File: src/rtl/gio_pkg.sv
// Constants and types for the single-pin I/O logic block.
// Assumes one system clock; all core-side clocks arrive as sampled levels.
package gio_pkg;

    // =========================================================
    // Register map
    localparam logic [11:0] GIO_CTRL_OFS   = 12'h000;
    localparam logic [11:0] GIO_STATUS_OFS = 12'h004;

    // =========================================================
    // Modes and edges
    typedef enum logic [1:0] {
        GIO_MODE_IN    = 2'b00,
        GIO_MODE_OUT   = 2'b01,
        GIO_MODE_BIDIR = 2'b10,
        GIO_MODE_CLKO  = 2'b11
    } gio_mode_t;

    localparam logic GIO_EDGE_RISE = 1'b0;
    localparam logic GIO_EDGE_FALL = 1'b1;

    // =========================================================
    // Control register layout, bit 9 down to bit 0
    typedef struct packed {
        logic      bypass_sel;
        logic      out_invert;
        logic      oe_edge;
        logic      out_edge;
        logic      in_edge;
        logic      oe_reg_en;
        logic      out_reg_en;
        logic      in_reg_en;
        gio_mode_t mode;
    } gio_cfg_t;

    localparam int       GIO_CFG_W   = 10;
    localparam gio_cfg_t GIO_CFG_RST = '{bypass_sel: 1'b0, out_invert: 1'b0, oe_edge: 1'b0,
                                         out_edge: 1'b0, in_edge: 1'b0, oe_reg_en: 1'b0,
                                         out_reg_en: 1'b0, in_reg_en: 1'b0, mode: GIO_MODE_IN};

    // Status register layout, bit 3 down to bit 0
    typedef struct packed {
        logic oe_reg;
        logic out_reg;
        logic in_cap;
        logic pad_level;
    } gio_status_t;

    localparam int GIO_STATUS_W = 4;

    // APB answer carried as one group
    typedef struct packed {
        logic [31:0] prdata;
        logic        pready;
        logic        pslverr;
    } gio_apb_rsp_t;

endpackage : gio_pkg
File: src/rtl/gio_io_logic.sv
// I/O logic of one general-purpose pin between core fabric and pad buffer.
// Assumes APB master on clk; capture/launch clocks and pad arrive asynchronously.
// How it works
// - Input mode drives only pad-to-core path
// - Bypass path carries pad without capture register
// - Bypass feeds other block, not core input
// - Output mode drives only core-to-pad path
// - Optional inversion of output register value
// - Bidir: capture clock input, launch clock outputs
// - Each register picks its own edge
// - Input and output registering chosen separately
// - Clock output mode drives launch clock out
// - Three registers: capture, output, drive-enable
`timescale 1ns/10ps
module gio_io_logic (
    input  wire logic                clk,
    input  wire logic                rst,
    input  wire logic                psel,
    input  wire logic                penable,
    input  wire logic                pwrite,
    input  wire logic [11:0]         paddr,
    input  wire logic [31:0]         pwdata,
    output logic      [31:0]         prdata,
    output logic                     pready,
    output logic                     pslverr,
    input  wire logic                in_capture_clk,
    input  wire logic                out_launch_clk,
    input  wire logic                core_out,
    input  wire logic                core_oe,
    output logic                     core_in,
    output logic                     bypass_input,
    input  wire logic                pad_in,
    output logic                     pad_out,
    output logic                     pad_oe
);
    import gio_pkg::*;

    // =========================================================
    // Helpers
    function automatic logic edge_hit(input logic sel, input logic now, input logic was);
        edge_hit = (sel == GIO_EDGE_FALL) ? (was & ~now) : (now & ~was);
    endfunction : edge_hit

    function automatic logic is_ctrl(input logic [11:0] a);
        is_ctrl = (a == GIO_CTRL_OFS);
    endfunction : is_ctrl

    function automatic logic is_status(input logic [11:0] a);
        is_status = (a == GIO_STATUS_OFS);
    endfunction : is_status

    // =========================================================
    // Synchronisers
    logic icap_s1_q;
    logic icap_s2_q;
    logic icap_s3_q;
    logic olch_s1_q;
    logic olch_s2_q;
    logic olch_s3_q;
    logic pad_s1_q;
    logic pad_s2_q;

    always_ff @(posedge clk or posedge rst) begin
        if (rst) begin
            icap_s1_q <= 1'b0;
            icap_s2_q <= 1'b0;
            icap_s3_q <= 1'b0;
            olch_s1_q <= 1'b0;
            olch_s2_q <= 1'b0;
            olch_s3_q <= 1'b0;
            pad_s1_q  <= 1'b0;
            pad_s2_q  <= 1'b0;
        end else begin
            icap_s1_q <= in_capture_clk;
            icap_s2_q <= icap_s1_q;
            icap_s3_q <= icap_s2_q;
            olch_s1_q <= out_launch_clk;
            olch_s2_q <= olch_s1_q;
            olch_s3_q <= olch_s2_q;
            pad_s1_q  <= pad_in;
            pad_s2_q  <= pad_s1_q;
        end
    end

    // =========================================================
    // APB slave
    gio_cfg_t     cfg_q;
    gio_apb_rsp_t rsp_q;
    gio_status_t  status;
    logic         in_cap_q;
    logic         out_reg_q;
    logic         oe_reg_q;
    logic         apb_first;
    logic         apb_done;
    logic         addr_ok;

    assign apb_first = psel & penable & ~rsp_q.pready;
    assign apb_done  = psel & penable & rsp_q.pready;
    assign addr_ok   = is_ctrl(paddr) || is_status(paddr);
    assign status    = '{oe_reg: oe_reg_q, out_reg: out_reg_q, in_cap: in_cap_q, pad_level: pad_s2_q};

    always_ff @(posedge clk or posedge rst) begin
        if (rst) begin
            rsp_q <= '0;
        end else begin
            rsp_q.pready  <= apb_first;
            rsp_q.pslverr <= apb_first & ~addr_ok;
            if (apb_first & ~pwrite) begin
                if (is_ctrl(paddr)) begin
                    rsp_q.prdata <= {{(32 - GIO_CFG_W){1'b0}}, cfg_q};
                end else if (is_status(paddr)) begin
                    rsp_q.prdata <= {{(32 - GIO_STATUS_W){1'b0}}, status};
                end else begin
                    rsp_q.prdata <= 32'h0000_0000;
                end
            end
        end
    end

    always_ff @(posedge clk or posedge rst) begin
        if (rst) begin
            cfg_q <= GIO_CFG_RST;
        end else if (apb_done && pwrite && is_ctrl(paddr)) begin
            cfg_q <= gio_cfg_t'(pwdata[GIO_CFG_W-1:0]);
        end
    end

    assign prdata  = rsp_q.prdata;
    assign pready  = rsp_q.pready;
    assign pslverr = rsp_q.pslverr;

    // =========================================================
    // Capture, output and drive-enable registers
    logic in_fire;
    logic out_fire;
    logic oe_fire;

    assign in_fire  = edge_hit(cfg_q.in_edge, icap_s2_q, icap_s3_q);
    assign out_fire = edge_hit(cfg_q.out_edge, olch_s2_q, olch_s3_q);
    assign oe_fire  = edge_hit(cfg_q.oe_edge, olch_s2_q, olch_s3_q);

    always_ff @(posedge clk or posedge rst) begin
        if (rst) begin
            in_cap_q <= 1'b0;
        end else if (in_fire) begin
            in_cap_q <= pad_s2_q;
        end
    end

    always_ff @(posedge clk or posedge rst) begin
        if (rst) begin
            out_reg_q <= 1'b0;
        end else if (out_fire) begin
            out_reg_q <= core_out;
        end
    end

    always_ff @(posedge clk or posedge rst) begin
        if (rst) begin
            oe_reg_q <= 1'b0;
        end else if (oe_fire) begin
            oe_reg_q <= core_oe;
        end
    end

    // =========================================================
    // Path selection
    logic out_val;
    logic oe_val;
    logic in_val;

    always_comb begin
        out_val = cfg_q.out_reg_en ? (out_reg_q ^ cfg_q.out_invert) : core_out;
        oe_val  = cfg_q.oe_reg_en ? oe_reg_q : core_oe;
        in_val  = cfg_q.in_reg_en ? in_cap_q : pad_s2_q;
    end

    always_ff @(posedge clk or posedge rst) begin
        if (rst) begin
            pad_out <= 1'b0;
            pad_oe  <= 1'b0;
        end else begin
            case (cfg_q.mode)
                GIO_MODE_OUT: begin
                    pad_out <= out_val;
                    pad_oe  <= 1'b1;
                end
                GIO_MODE_BIDIR: begin
                    pad_out <= oe_val ? out_val : 1'b0;
                    pad_oe  <= oe_val;
                end
                GIO_MODE_CLKO: begin
                    pad_out <= olch_s2_q;
                    pad_oe  <= 1'b1;
                end
                default: begin
                    pad_out <= 1'b0;
                    pad_oe  <= 1'b0;
                end
            endcase
        end
    end

    always_ff @(posedge clk or posedge rst) begin
        if (rst) begin
            core_in      <= 1'b0;
            bypass_input <= 1'b0;
        end else begin
            case (cfg_q.mode)
                GIO_MODE_IN: begin
                    core_in      <= cfg_q.bypass_sel ? 1'b0 : in_val;
                    bypass_input <= cfg_q.bypass_sel & pad_s2_q;
                end
                GIO_MODE_BIDIR: begin
                    core_in      <= in_val;
                    bypass_input <= 1'b0;
                end
                default: begin
                    core_in      <= 1'b0;
                    bypass_input <= 1'b0;
                end
            endcase
        end
    end
endmodule : gio_io_logic

File: config.mk
export PLATFORM = sky130hd
export DESIGN_NAME = gio_io_logic
export DESIGN_NICKNAME = d
export VERILOG_FILES = /design/src/rtl/gio_pkg.sv /design/src/rtl/gio_io_logic.sv
export SDC_FILE = /design/constraint.sdc
export NUM_CORES = 1
export LEC_CHECK = 0
export ABC_CLOCK_PERIOD_IN_PS = 1400
export BUFFER_PORTS_ARGS = -buffer_cell sky130_fd_sc_hd__buf_2
export CAP_MARGIN = 25
export CORE_MARGIN = 2
export CORE_UTILIZATION = 40
export CTS_CLUSTER_DIAMETER = 30
export DETAILED_ROUTE_END_ITERATION = 6
export PLACE_DENSITY = 0.81
export SETUP_SLACK_MARGIN = 0.1
export SLEW_MARGIN = 15
export SYNTH_ARGS = -nofsm -noshare
export SYNTH_HDL_FRONTEND = slang
export SYNTH_SLANG_ARGS = --single-unit
File: constraint.sdc
create_clock -name clk -period 1.4 [get_ports clk]
set_clock_uncertainty 0.1 [all_clocks]
set_input_delay 0.28 -clock clk [delete_from_list [all_inputs] [get_ports clk]]
set_output_delay 0.28 -clock clk [all_outputs]
set_load 0.02 [all_outputs]
# Word level (Yosys, flattened, before mapping)
# Index checks and enable logic that the tools add are counted.
[totals] ff_bits=59 inputBits=54 word_cells=69
[classes] n_reduce_logical=6 n_eq_ne=4 n_mux=14 bitwise=18
[ops] operator="$eq A12 B3 Y1 const B" count=1
[ops] operator="$logic_not A12 Y1" count=1
[ops] operator="$and A1 B1 Y1" count=10
[ops] operator="$mux W10" count=1
[ops] operator="$mux W1" count=9
[ops] operator="$not A1 Y1" count=7
[ops] operator="$eq A2 B2 Y1 const B" count=2
[ops] operator="$mux W4" count=1
[ops] operator="$pmux W1 S2" count=2
[ops] operator="$pmux W1 S3" count=1
[ops] operator="$eq A2 B1 Y1 const B" count=1
[ops] operator="$logic_and A1 B1 Y1" count=2
[ops] operator="$logic_not A2 Y1" count=1
[ops] operator="$reduce_or A2 Y1" count=1
[ops] operator="$logic_or A1 B1 Y1" count=1
[ops] operator="$xor A1 B1 Y1" count=1

# Longest topological paths before layout
# Gate-level depths: netlist of run 1.
[depth] ltp_word=4 mapped_depth=5

# Worst setup path after synthesis of run 1
# OpenSTA, ideal clock, no wires.
[synth_path] path_type="register to register" startpoint="register, netlist name pready" endpoint="register cfg_q[0] (netlist name)" path_slack_ns=-0.158 path_buffers=1 t_arrival_ns=1.333 path_stages_with_launch=5 required_time_ns=1.175 path_cell_list="dfrtp_1 nor4b_2 and4_1 buf_6 mux2_4"
[synth_via] elab_chain_cells=3
[synth_rtl] item="$and A1 B1 Y1" line_no="gio_io_logic.sv:98" source="assign apb_done = psel & penable & rsp_q.pready;"
[synth_rtl] item="$logic_and A1 B1 Y1 (2 in series)" line_no="gio_io_logic.sv:123" source="end else if (apb_done && pwrite && is_ctrl(paddr)) begin"
[synth_rtl] item="end signal, assigned" line_no="gio_io_logic.sv:124" source="cfg_q <= gio_cfg_t'(pwdata[GIO_CFG_W-1:0]);"
[synth_rtl] item="end, declared" line_no="gio_io_logic.sv:87" source="gio_cfg_t cfg_q;"
# Every way passes these cells.
# A chain may end at the register's enable or synchronous reset.

# Worst setup path in the final report of run 1
[layout_path] startpoint="register, netlist name pready" endpoint="register cfg_q[1] (netlist name)"
[layout_via] elab_chain_cells=3
[layout_rtl] item="$and A1 B1 Y1" line_no="gio_io_logic.sv:98"
[layout_rtl] item="$logic_and A1 B1 Y1 (2 in series)" line_no="gio_io_logic.sv:123"
# Every way passes these cells.

==> impl_metrics.prom, run 1 <==
# TYPE chip_impl_metric gauge
chip_impl_metric{name="fp.dieArea",unit="sq um"} 4890
chip_impl_info{name="grt_setup_unrepaired",value="true"} 1
chip_impl_metric{name="worstPathBufferInverterCount",unit=""} 1
chip_impl_metric{name="core",unit="sq um"} 4090
chip_impl_metric{name="buffer_ports.inserted",unit=""} 47
chip_impl_metric{name="iteration_0_drc_markers",unit=""} 70
chip_impl_metric{name="drc",unit=""} 0
chip_impl_metric{name="synth_sequential_area_ratio",unit="%"} 53.2
chip_impl_info{name="violations",value="negative setup slack"} 1
chip_impl_metric{name="final_nets",unit=""} 265
chip_impl_info{name="end_kind",value="register"} 1
chip_impl_metric{name="yosys_register_bits",unit=""} 37
chip_impl_metric{name="critPathMaxStageDelay",unit="ps"} 370
chip_impl_metric{name="wl_per_cell",unit="um"} 12.4
chip_impl_metric{name="fraction_of_synthesized_cell_area_in_xor_and_xnor_cells",unit="%"} 0.504
chip_impl_info{name="kind_of_path_behind_the_tightest_hold_check",value="input port to register"} 1
chip_impl_metric{name="cp_max_fo",unit=""} 10
chip_impl_metric{name="dp_worst_setup_slack",unit="ps"} -262
chip_impl_metric{name="setup_viol",unit=""} 17
chip_impl_metric{name="final_max_slew_viol_count",unit=""} 0
chip_impl_info{name="cts_tree",value="yes"} 1
chip_impl_metric{name="num_antenna_cells",unit=""} 0
chip_impl_metric{name="place.gp.congestion",unit=""} 0.790
chip_impl_metric{name="floorplan.die.height",unit="um"} 69.9
chip_impl_metric{name="power.static_leakage",unit="nW"} 1.12
chip_impl_info{name="synth_top_family_by_area",value="multiplexers"} 1
chip_impl_metric{name="routed_wirelength",unit="um"} 3250
chip_impl_metric{name="grt_pass1_vias",unit=""} 1117
chip_impl_metric{name="worstSkewPairLatency",unit="ps"} 290
chip_impl_metric{name="synth.mux.area_fraction",unit="%"} 14.0
chip_impl_metric{name="global_routing_usage_summed_across_all_routing_layers",unit="%"} 14.0
chip_impl_metric{name="hpwlAfterDp",unit="um"} 2380
chip_impl_metric{name="boundaryPins",unit=""} 92
chip_impl_metric{name="clock_transition_at_path_regs",unit="ps"} 70
chip_impl_metric{name="layout.core_utilization",unit="%"} 55.5
chip_impl_info{name="worst-setup-path-type",value="register to register"} 1
chip_impl_metric{name="setup_tns",unit="ps"} -930
chip_impl_metric{name="number_of_clock_sinks_seen_by_cts",unit=""} 37
chip_impl_metric{name="number_of_different_library_cells_in_the_post_synthesis_netlist",unit=""} 29
chip_impl_metric{name="clock_path_buffers",unit=""} 2
chip_impl_info{name="cts-root-buf",value="clkbuf_8"} 1
chip_impl_info{name="outcome",value="finished with violations"} 1
chip_impl_metric{name="final_antenna_net_count",unit=""} 0
chip_impl_metric{name="final.hold.worst_slack",unit="ps"} 112
chip_impl_metric{name="global_route_wire_length_before_repair",unit="um"} 5180
chip_impl_metric{name="start_util",unit="%"} 42.6
chip_impl_info{name="critical_path.top_delay_family",value="simple AND/OR/NAND/NOR gates"} 1
chip_impl_metric{name="synth-compound-area-share",unit="%"} 6.19
chip_impl_metric{name="detail_route.first_pass.iterations",unit=""} 5
chip_impl_info{name="worst_setup_path_start_kind",value="register"} 1
chip_impl_metric{name="grt_antenna_before_repair",unit=""} 0
chip_impl_metric{name="synth-adder-area-share",unit="%"} 0
chip_impl_metric{name="worst_ep_required_time",unit="ps"} 1470
chip_impl_metric{name="row_count",unit=""} 23
chip_impl_metric{name="totalPowerFinal",unit="W"} 0.00209
chip_impl_metric{name="share_of_cells_above_drive_strength_1",unit="%"} 44.8
chip_impl_metric{name="synthesis.area_per_instance",unit="sq um"} 12.2
chip_impl_metric{name="peak_clock_frequency_supported_by_timing",unit="MHz"} 672
chip_impl_metric{name="power_per_cell_area",unit="nW/um^2"} 924
chip_impl_info{name="layout_common_cells",value="buf_2, dfrtp_1, conb_1"} 1
chip_impl_metric{name="area.growth.synth_to_final",unit="%"} 30.3
chip_impl_metric{name="synth.yosys.warnings",unit=""} 0
chip_impl_metric{name="grt_max_degree",unit=""} 38
chip_impl_metric{name="netlist_area_pre_place",unit="sq um"} 1740
chip_impl_metric{name="hold_viol",unit=""} 0
chip_impl_metric{name="vdd_ir_drop_max",unit="mV"} 0.530
chip_impl_metric{name="postLayoutSetupSlackWorst",unit="ps"} -87.2
chip_impl_metric{name="numCtsBuffers",unit=""} 5
chip_impl_metric{name="min_period",unit="ps"} 1490
chip_impl_metric{name="viasPerCell",unit=""} 4.55
chip_impl_metric{name="detailroute.via_count",unit=""} 1191
chip_impl_metric{name="total_overflow_reported_by_the_global_router",unit=""} 0
chip_impl_metric{name="floorplan.die.width",unit="um"} 69.9
chip_impl_metric{name="arrival",unit="ps"} 1560
chip_impl_metric{name="clock_tree.htree_level_count",unit=""} 2
chip_impl_info{name="crit_path_top_delay_cell",value="dfrtp_2"} 1
chip_impl_metric{name="fin_crit_sh",unit="%"} 106
chip_impl_metric{name="max-cap-violations",unit=""} 0
chip_impl_metric{name="post_synth_and_or_nand_nor_area_fraction",unit="%"} 12.9
chip_impl_info{name="timing.critical_path.cells",value="nor4b_2 > and4_1 > buf_12 > mux2_4"} 1
chip_impl_info{name="most_frequent_standard_cell_in_the_layout_excluding_fill_and_tap_cells",value="buf_2"} 1
chip_impl_metric{name="post_synth_inst_count",unit=""} 142
## final cells by class
| type | instances | area [sq um] |
|---|---|---|
| Clock inverter | 2 | 10.0 |
| Inverter | 9 | 33.8 |
| Sequential cell | 37 | 927 |
| Fill cell | 354 | 1820 |
| Clock buffer | 6 | 72.6 |
| Tap cell | 50 | 62.6 |
| Multi-Input combinational cell | 92 | 729 |
| Timing Repair Buffer | 66 | 430 |
## through the flow
stage / cells / area, sq um
final: 262 / 2270
after global routing: 262 / 2270
after CTS: 261 / 2230
after detailed placement: 248 / 2060
after global placement: 248 / 2060
after floorplan: 163 / 1840
## registers in the layout, summed over array words and instances, names as in the netlist
register and cells:
icap_s3_q 1, cfg_q 10, olch_s2_q 1, pad_s1_q 1, pready 1, pad_oe 1
olch_s1_q 1, pad_s2_q 1, oe_reg_q 1, prdata 10, core_in 1, pslverr 1
bypass_input 1, icap_s1_q 1, pad_out 1, icap_s2_q 1, olch_s3_q 1, in_cap_q 1
out_reg_q 1
## worst reg2reg max path, delay by kind of cell, from the launching register on
family                 cells  cell delay [ps]
multiplexers               1              300
AND/OR/NAND/NOR            2              430
buffers and inverters      1              160
flip-flops                 1              370
## where the power goes
part	total [W]	switching, W	internal (W)
sequential	0.00112	0.0000203	0.00110
combinational	0.000265	0.000148	0.000117
clock	0.000709	0.000365	0.000345
## per-layer routing
metal	vias to the layer above	global-route usage [%]	wire length, um	share of wire (%)
met1	553	15.6	1310	40
li1	585	-	-	-
met4	0	4.49	47	1.4
met5	-	0	0	0
met3	8	5.63	222	6.8
met2	45	24.3	1680	52
## cell families after synthesis
| family | Yosys count |
|---|---|
| AOI/OAI and AO/OA | 17 |
| xor gates and xnor gates | 1 |
| buffers and inverters | 34 |
| DFF | 37 |
| muxes | 19 |
| other | 1 |
| and+or+nand+nor | 33 |
## cell usage after synthesis, drive strengths merged
master	count	area, sq um
nor2	3	11.3
nand2b	3	18.8
o31ai	4	30.0
nand2	11	41.3
nand4b	1	8.76
a2111oi	2	17.5
nand4bb	1	11.3
conb	1	3.75
and3	1	6.26
and2	1	6.26
nor4b	1	15.0
and4b	1	10.0
buf	24	188
nand3b	3	22.5
mux2	13	184
xnor2	1	8.76
and4	1	8.76
inv	9	33.8
clkbuf	1	3.75
nor4	3	48.8
nor3	2	10.0
dfrtp	37	926
mux2i	6	60.1
nand3	1	5.00
a311o	1	10.0
o21ai	10	50.1
## what timing repair did
| action | CTS | global route |
|---|---|---|
| setup endpoints to repair | 23 | 25 |
| hold buffers | 4 | 0 |
| buffers inserted | 1 | 1 |
| gates resized for setup | 16 | 8 |
| endpoints found under the hold margin | 40 | 0 |
| pin swaps | 1 | 6 |
| gates cloned | 0 | 0 |
## worst paths after layout
path / start / endpoint / slack, ps / cells past startpoint
hold / removal: pwdata[2] / cfg_q[2] / 110 / 2
setup reg to reg: pready / cfg_q[1] / -90 / 4
max in group asynchronous: rst / pready / 530 / 4
min in group asynchronous: rst / icap_s1_q / 470 / 4
hold reg to reg: icap_s1_q / icap_s2_q / 250 / 0
setup / recovery: pready / cfg_q[1] / -90 / 4
No activity file was read; power rests on OpenSTA's default activity.
==> run 2, diff against run 1 <==
--- a/config.mk
+++ b/config.mk
@@ -5,7 +5,7 @@
 export SDC_FILE = /design/constraint.sdc
 export NUM_CORES = 1
 export LEC_CHECK = 0
-export ABC_CLOCK_PERIOD_IN_PS = 1400
+export ABC_CLOCK_PERIOD_IN_PS = 1300
 export BUFFER_PORTS_ARGS = -buffer_cell sky130_fd_sc_hd__buf_2
 export CAP_MARGIN = 25
 export CORE_MARGIN = 2
@@ -14,7 +14,7 @@
 export DETAILED_ROUTE_END_ITERATION = 6
 export PLACE_DENSITY = 0.81
 export SETUP_SLACK_MARGIN = 0.1
-export SLEW_MARGIN = 15
+export SLEW_MARGIN = 25
 export SYNTH_ARGS = -nofsm -noshare
 export SYNTH_HDL_FRONTEND = slang
 export SYNTH_SLANG_ARGS = --single-unit
==> constraint.sdc (replaced) <==
create_clock -name clk -period 1.3 [get_ports clk]
set_clock_uncertainty 0.1 [all_clocks]
set_input_delay 0.26 -clock clk [delete_from_list [all_inputs] [get_ports clk]]
set_output_delay 0.26 -clock clk [all_outputs]
set_load 0.02 [all_outputs]
==> impl_metrics.prom, run 2 (synthesized netlist as in run 1, its figures left out) <==
# TYPE chip_impl_metric gauge
chip_impl_info{name="most_frequent_standard_cell_in_the_layout_excluding_fill_and_tap_cells",value="buf_2"} 1
chip_impl_metric{name="setup_viol",unit=""} 21
chip_impl_metric{name="vdd_ir_drop_max",unit="mV"} 0.440
chip_impl_metric{name="clock_path_buffers",unit=""} 2
chip_impl_metric{name="number_of_clock_sinks_seen_by_cts",unit=""} 37
chip_impl_metric{name="detailroute.via_count",unit=""} 1261
chip_impl_metric{name="buffer_ports.inserted",unit=""} 47
chip_impl_metric{name="cp_max_fo",unit=""} 10
chip_impl_metric{name="final-instance-count-excl-fill",unit=""} 271
chip_impl_metric{name="postLayoutSetupSlackWorst",unit="ps"} -180
chip_impl_metric{name="final_antenna_net_count",unit=""} 0
chip_impl_info{name="worst_setup_path_start_kind",value="register"} 1
chip_impl_metric{name="worstSkewPairLatency",unit="ps"} 280
chip_impl_info{name="cts-root-buf",value="clkbuf_8"} 1
chip_impl_metric{name="drc",unit=""} 0
chip_impl_metric{name="power_per_cell_area",unit="nW/um^2"} 912
chip_impl_metric{name="routed_length_on_met1",unit="um"} 1480
chip_impl_metric{name="boundaryPins",unit=""} 92
chip_impl_metric{name="peak_clock_frequency_supported_by_timing",unit="MHz"} 676
chip_impl_info{name="highest_metal_layer_with_signal_wires",value="met4"} 1
chip_impl_metric{name="power.static_leakage",unit="nW"} 1.23
chip_impl_metric{name="final_nets",unit=""} 275
chip_impl_metric{name="numCtsBuffers",unit=""} 5
chip_impl_metric{name="floorplan.die.height",unit="um"} 69.9
chip_impl_metric{name="worst_ep_required_time",unit="ps"} 1360
chip_impl_info{name="cts_tree",value="yes"} 1
chip_impl_metric{name="clock_tree.htree_level_count",unit=""} 2
chip_impl_metric{name="grt_max_degree",unit=""} 38
chip_impl_metric{name="area.growth.synth_to_final",unit="%"} 45.3
chip_impl_info{name="worst-setup-path-type",value="register to register"} 1
chip_impl_metric{name="start_util",unit="%"} 42.6
chip_impl_metric{name="iteration_0_drc_markers",unit=""} 50
chip_impl_metric{name="grt_pass1_vias",unit=""} 1196
chip_impl_metric{name="row_count",unit=""} 23
chip_impl_metric{name="met3WireLength",unit="um"} 164
chip_impl_metric{name="viasPerCell",unit=""} 4.65
chip_impl_metric{name="clock_transition_at_path_regs",unit="ps"} 70
chip_impl_metric{name="wl_per_cell",unit="um"} 13.6
chip_impl_info{name="outcome",value="finished with violations"} 1
chip_impl_metric{name="floorplan.die.width",unit="um"} 69.9
chip_impl_metric{name="fin_area",unit="sq um"} 2530
chip_impl_metric{name="grt_antenna_before_repair",unit=""} 0
chip_impl_metric{name="share_of_cells_above_drive_strength_1",unit="%"} 55.2
chip_impl_info{name="violations",value="negative setup slack"} 1
chip_impl_metric{name="fin_crit_sh",unit="%"} 114
chip_impl_metric{name="detail_route.first_pass.iterations",unit=""} 4
chip_impl_metric{name="hold_viol",unit=""} 0
chip_impl_metric{name="final_max_slew_viol_count",unit=""} 0
chip_impl_metric{name="layout.core_utilization",unit="%"} 61.8
chip_impl_metric{name="dpl_cell_area",unit="sq um"} 2050
chip_impl_metric{name="min_period",unit="ps"} 1480
chip_impl_metric{name="wl_met2",unit="um"} 1960
chip_impl_metric{name="routed_wirelength",unit="um"} 3690
chip_impl_info{name="layout_common_cells",value="buf_2, dfrtp_1, conb_1"} 1
chip_impl_metric{name="global_routing_usage_summed_across_all_routing_layers",unit="%"} 14.6
chip_impl_metric{name="num_antenna_cells",unit=""} 0
chip_impl_metric{name="setup_tns",unit="ps"} -2680
chip_impl_metric{name="max-cap-violations",unit=""} 0
chip_impl_metric{name="totalPowerFinal",unit="W"} 0.00230
chip_impl_metric{name="core",unit="sq um"} 4090
chip_impl_info{name="kind_of_path_behind_the_tightest_hold_check",value="input port to register"} 1
chip_impl_metric{name="hpwlAfterDp",unit="um"} 2420
chip_impl_metric{name="total_overflow_reported_by_the_global_router",unit=""} 0
chip_impl_metric{name="global_route_wire_length_before_repair",unit="um"} 5510
chip_impl_info{name="biggestRegsByFlops",value="cfg_q (10), prdata (10)"} 1
chip_impl_metric{name="place.gp.congestion",unit=""} 0.802
chip_impl_info{name="grt_setup_unrepaired",value="true"} 1
chip_impl_info{name="end_kind",value="register"} 1
chip_impl_metric{name="placed_cells",unit=""} 248
chip_impl_metric{name="arrival",unit="ps"} 1540
chip_impl_metric{name="fp.dieArea",unit="sq um"} 4890
==> run 2: area by class of cell <==
cell class,instances,area (sq um)
clock buffer,7,86.3
fill,313,1560
inverter,9,33.8
multi-input combinational,92,841
sequential,37,928
tap,50,62.6
timing repair buffer,76,574
==> run 2: final timing paths <==
path | start | end | slack [ps] | cells after the start
max in group asynchronous | rst | olch_s2_q | 440 | 4
worst min register to register | icap_s1_q | icap_s2_q | 250 | 0
worst min-delay path | pwdata[5] | cfg_q[5] | 110 | 2
min in group asynchronous | rst | out_reg_q | 460 | 4
worst max-delay path | pready | cfg_q[9] | -180 | 4
worst max register to register | pready | cfg_q[9] | -180 | 4
==> run 2: metal layers <==
| metal | vias to the layer above | track usage [%] |
|---|---|---|
| met4 | 0 | 5.13 |
| met3 | 7 | 4.04 |
| met5 | - | 0 |
| li1 | 601 | - |
| met2 | 41 | 24.2 |
| met1 | 612 | 18.3 |
==> run 2: what timing repair did <==
item	CTS	global route
buffers inserted	4	7
hold buffers	4	0
endpoints found under the hold margin	40	0
cloned	1	0
setup endpoints to repair	26	33
gates resized for setup	34	38
pin swaps	10	3
==> run 2: worst max-delay path, cell delays in order (launching register included) <==
cell	delay, ps
dfrtp_2	370
nor4b_4	180
and4_4	260
buf_12	140
mux2_4	300
==> run 2: power by group <==
part           internal, W  total, W  switching (W)
clock network     0.000420  0.000782       0.000362
logic             0.000140  0.000314       0.000175
registers          0.00118   0.00121      0.0000242
total              0.00174   0.00230       0.000561
==> run 2: stage by stage <==
stage / worst slack (ps) / hold slack, ps
after floorplan: -200 / 191
after global placement: -296 / 220
after detailed placement: -346 / 225
after CTS: -175 / 95.3
after global routing: -220 / 104
final: -180 / 109
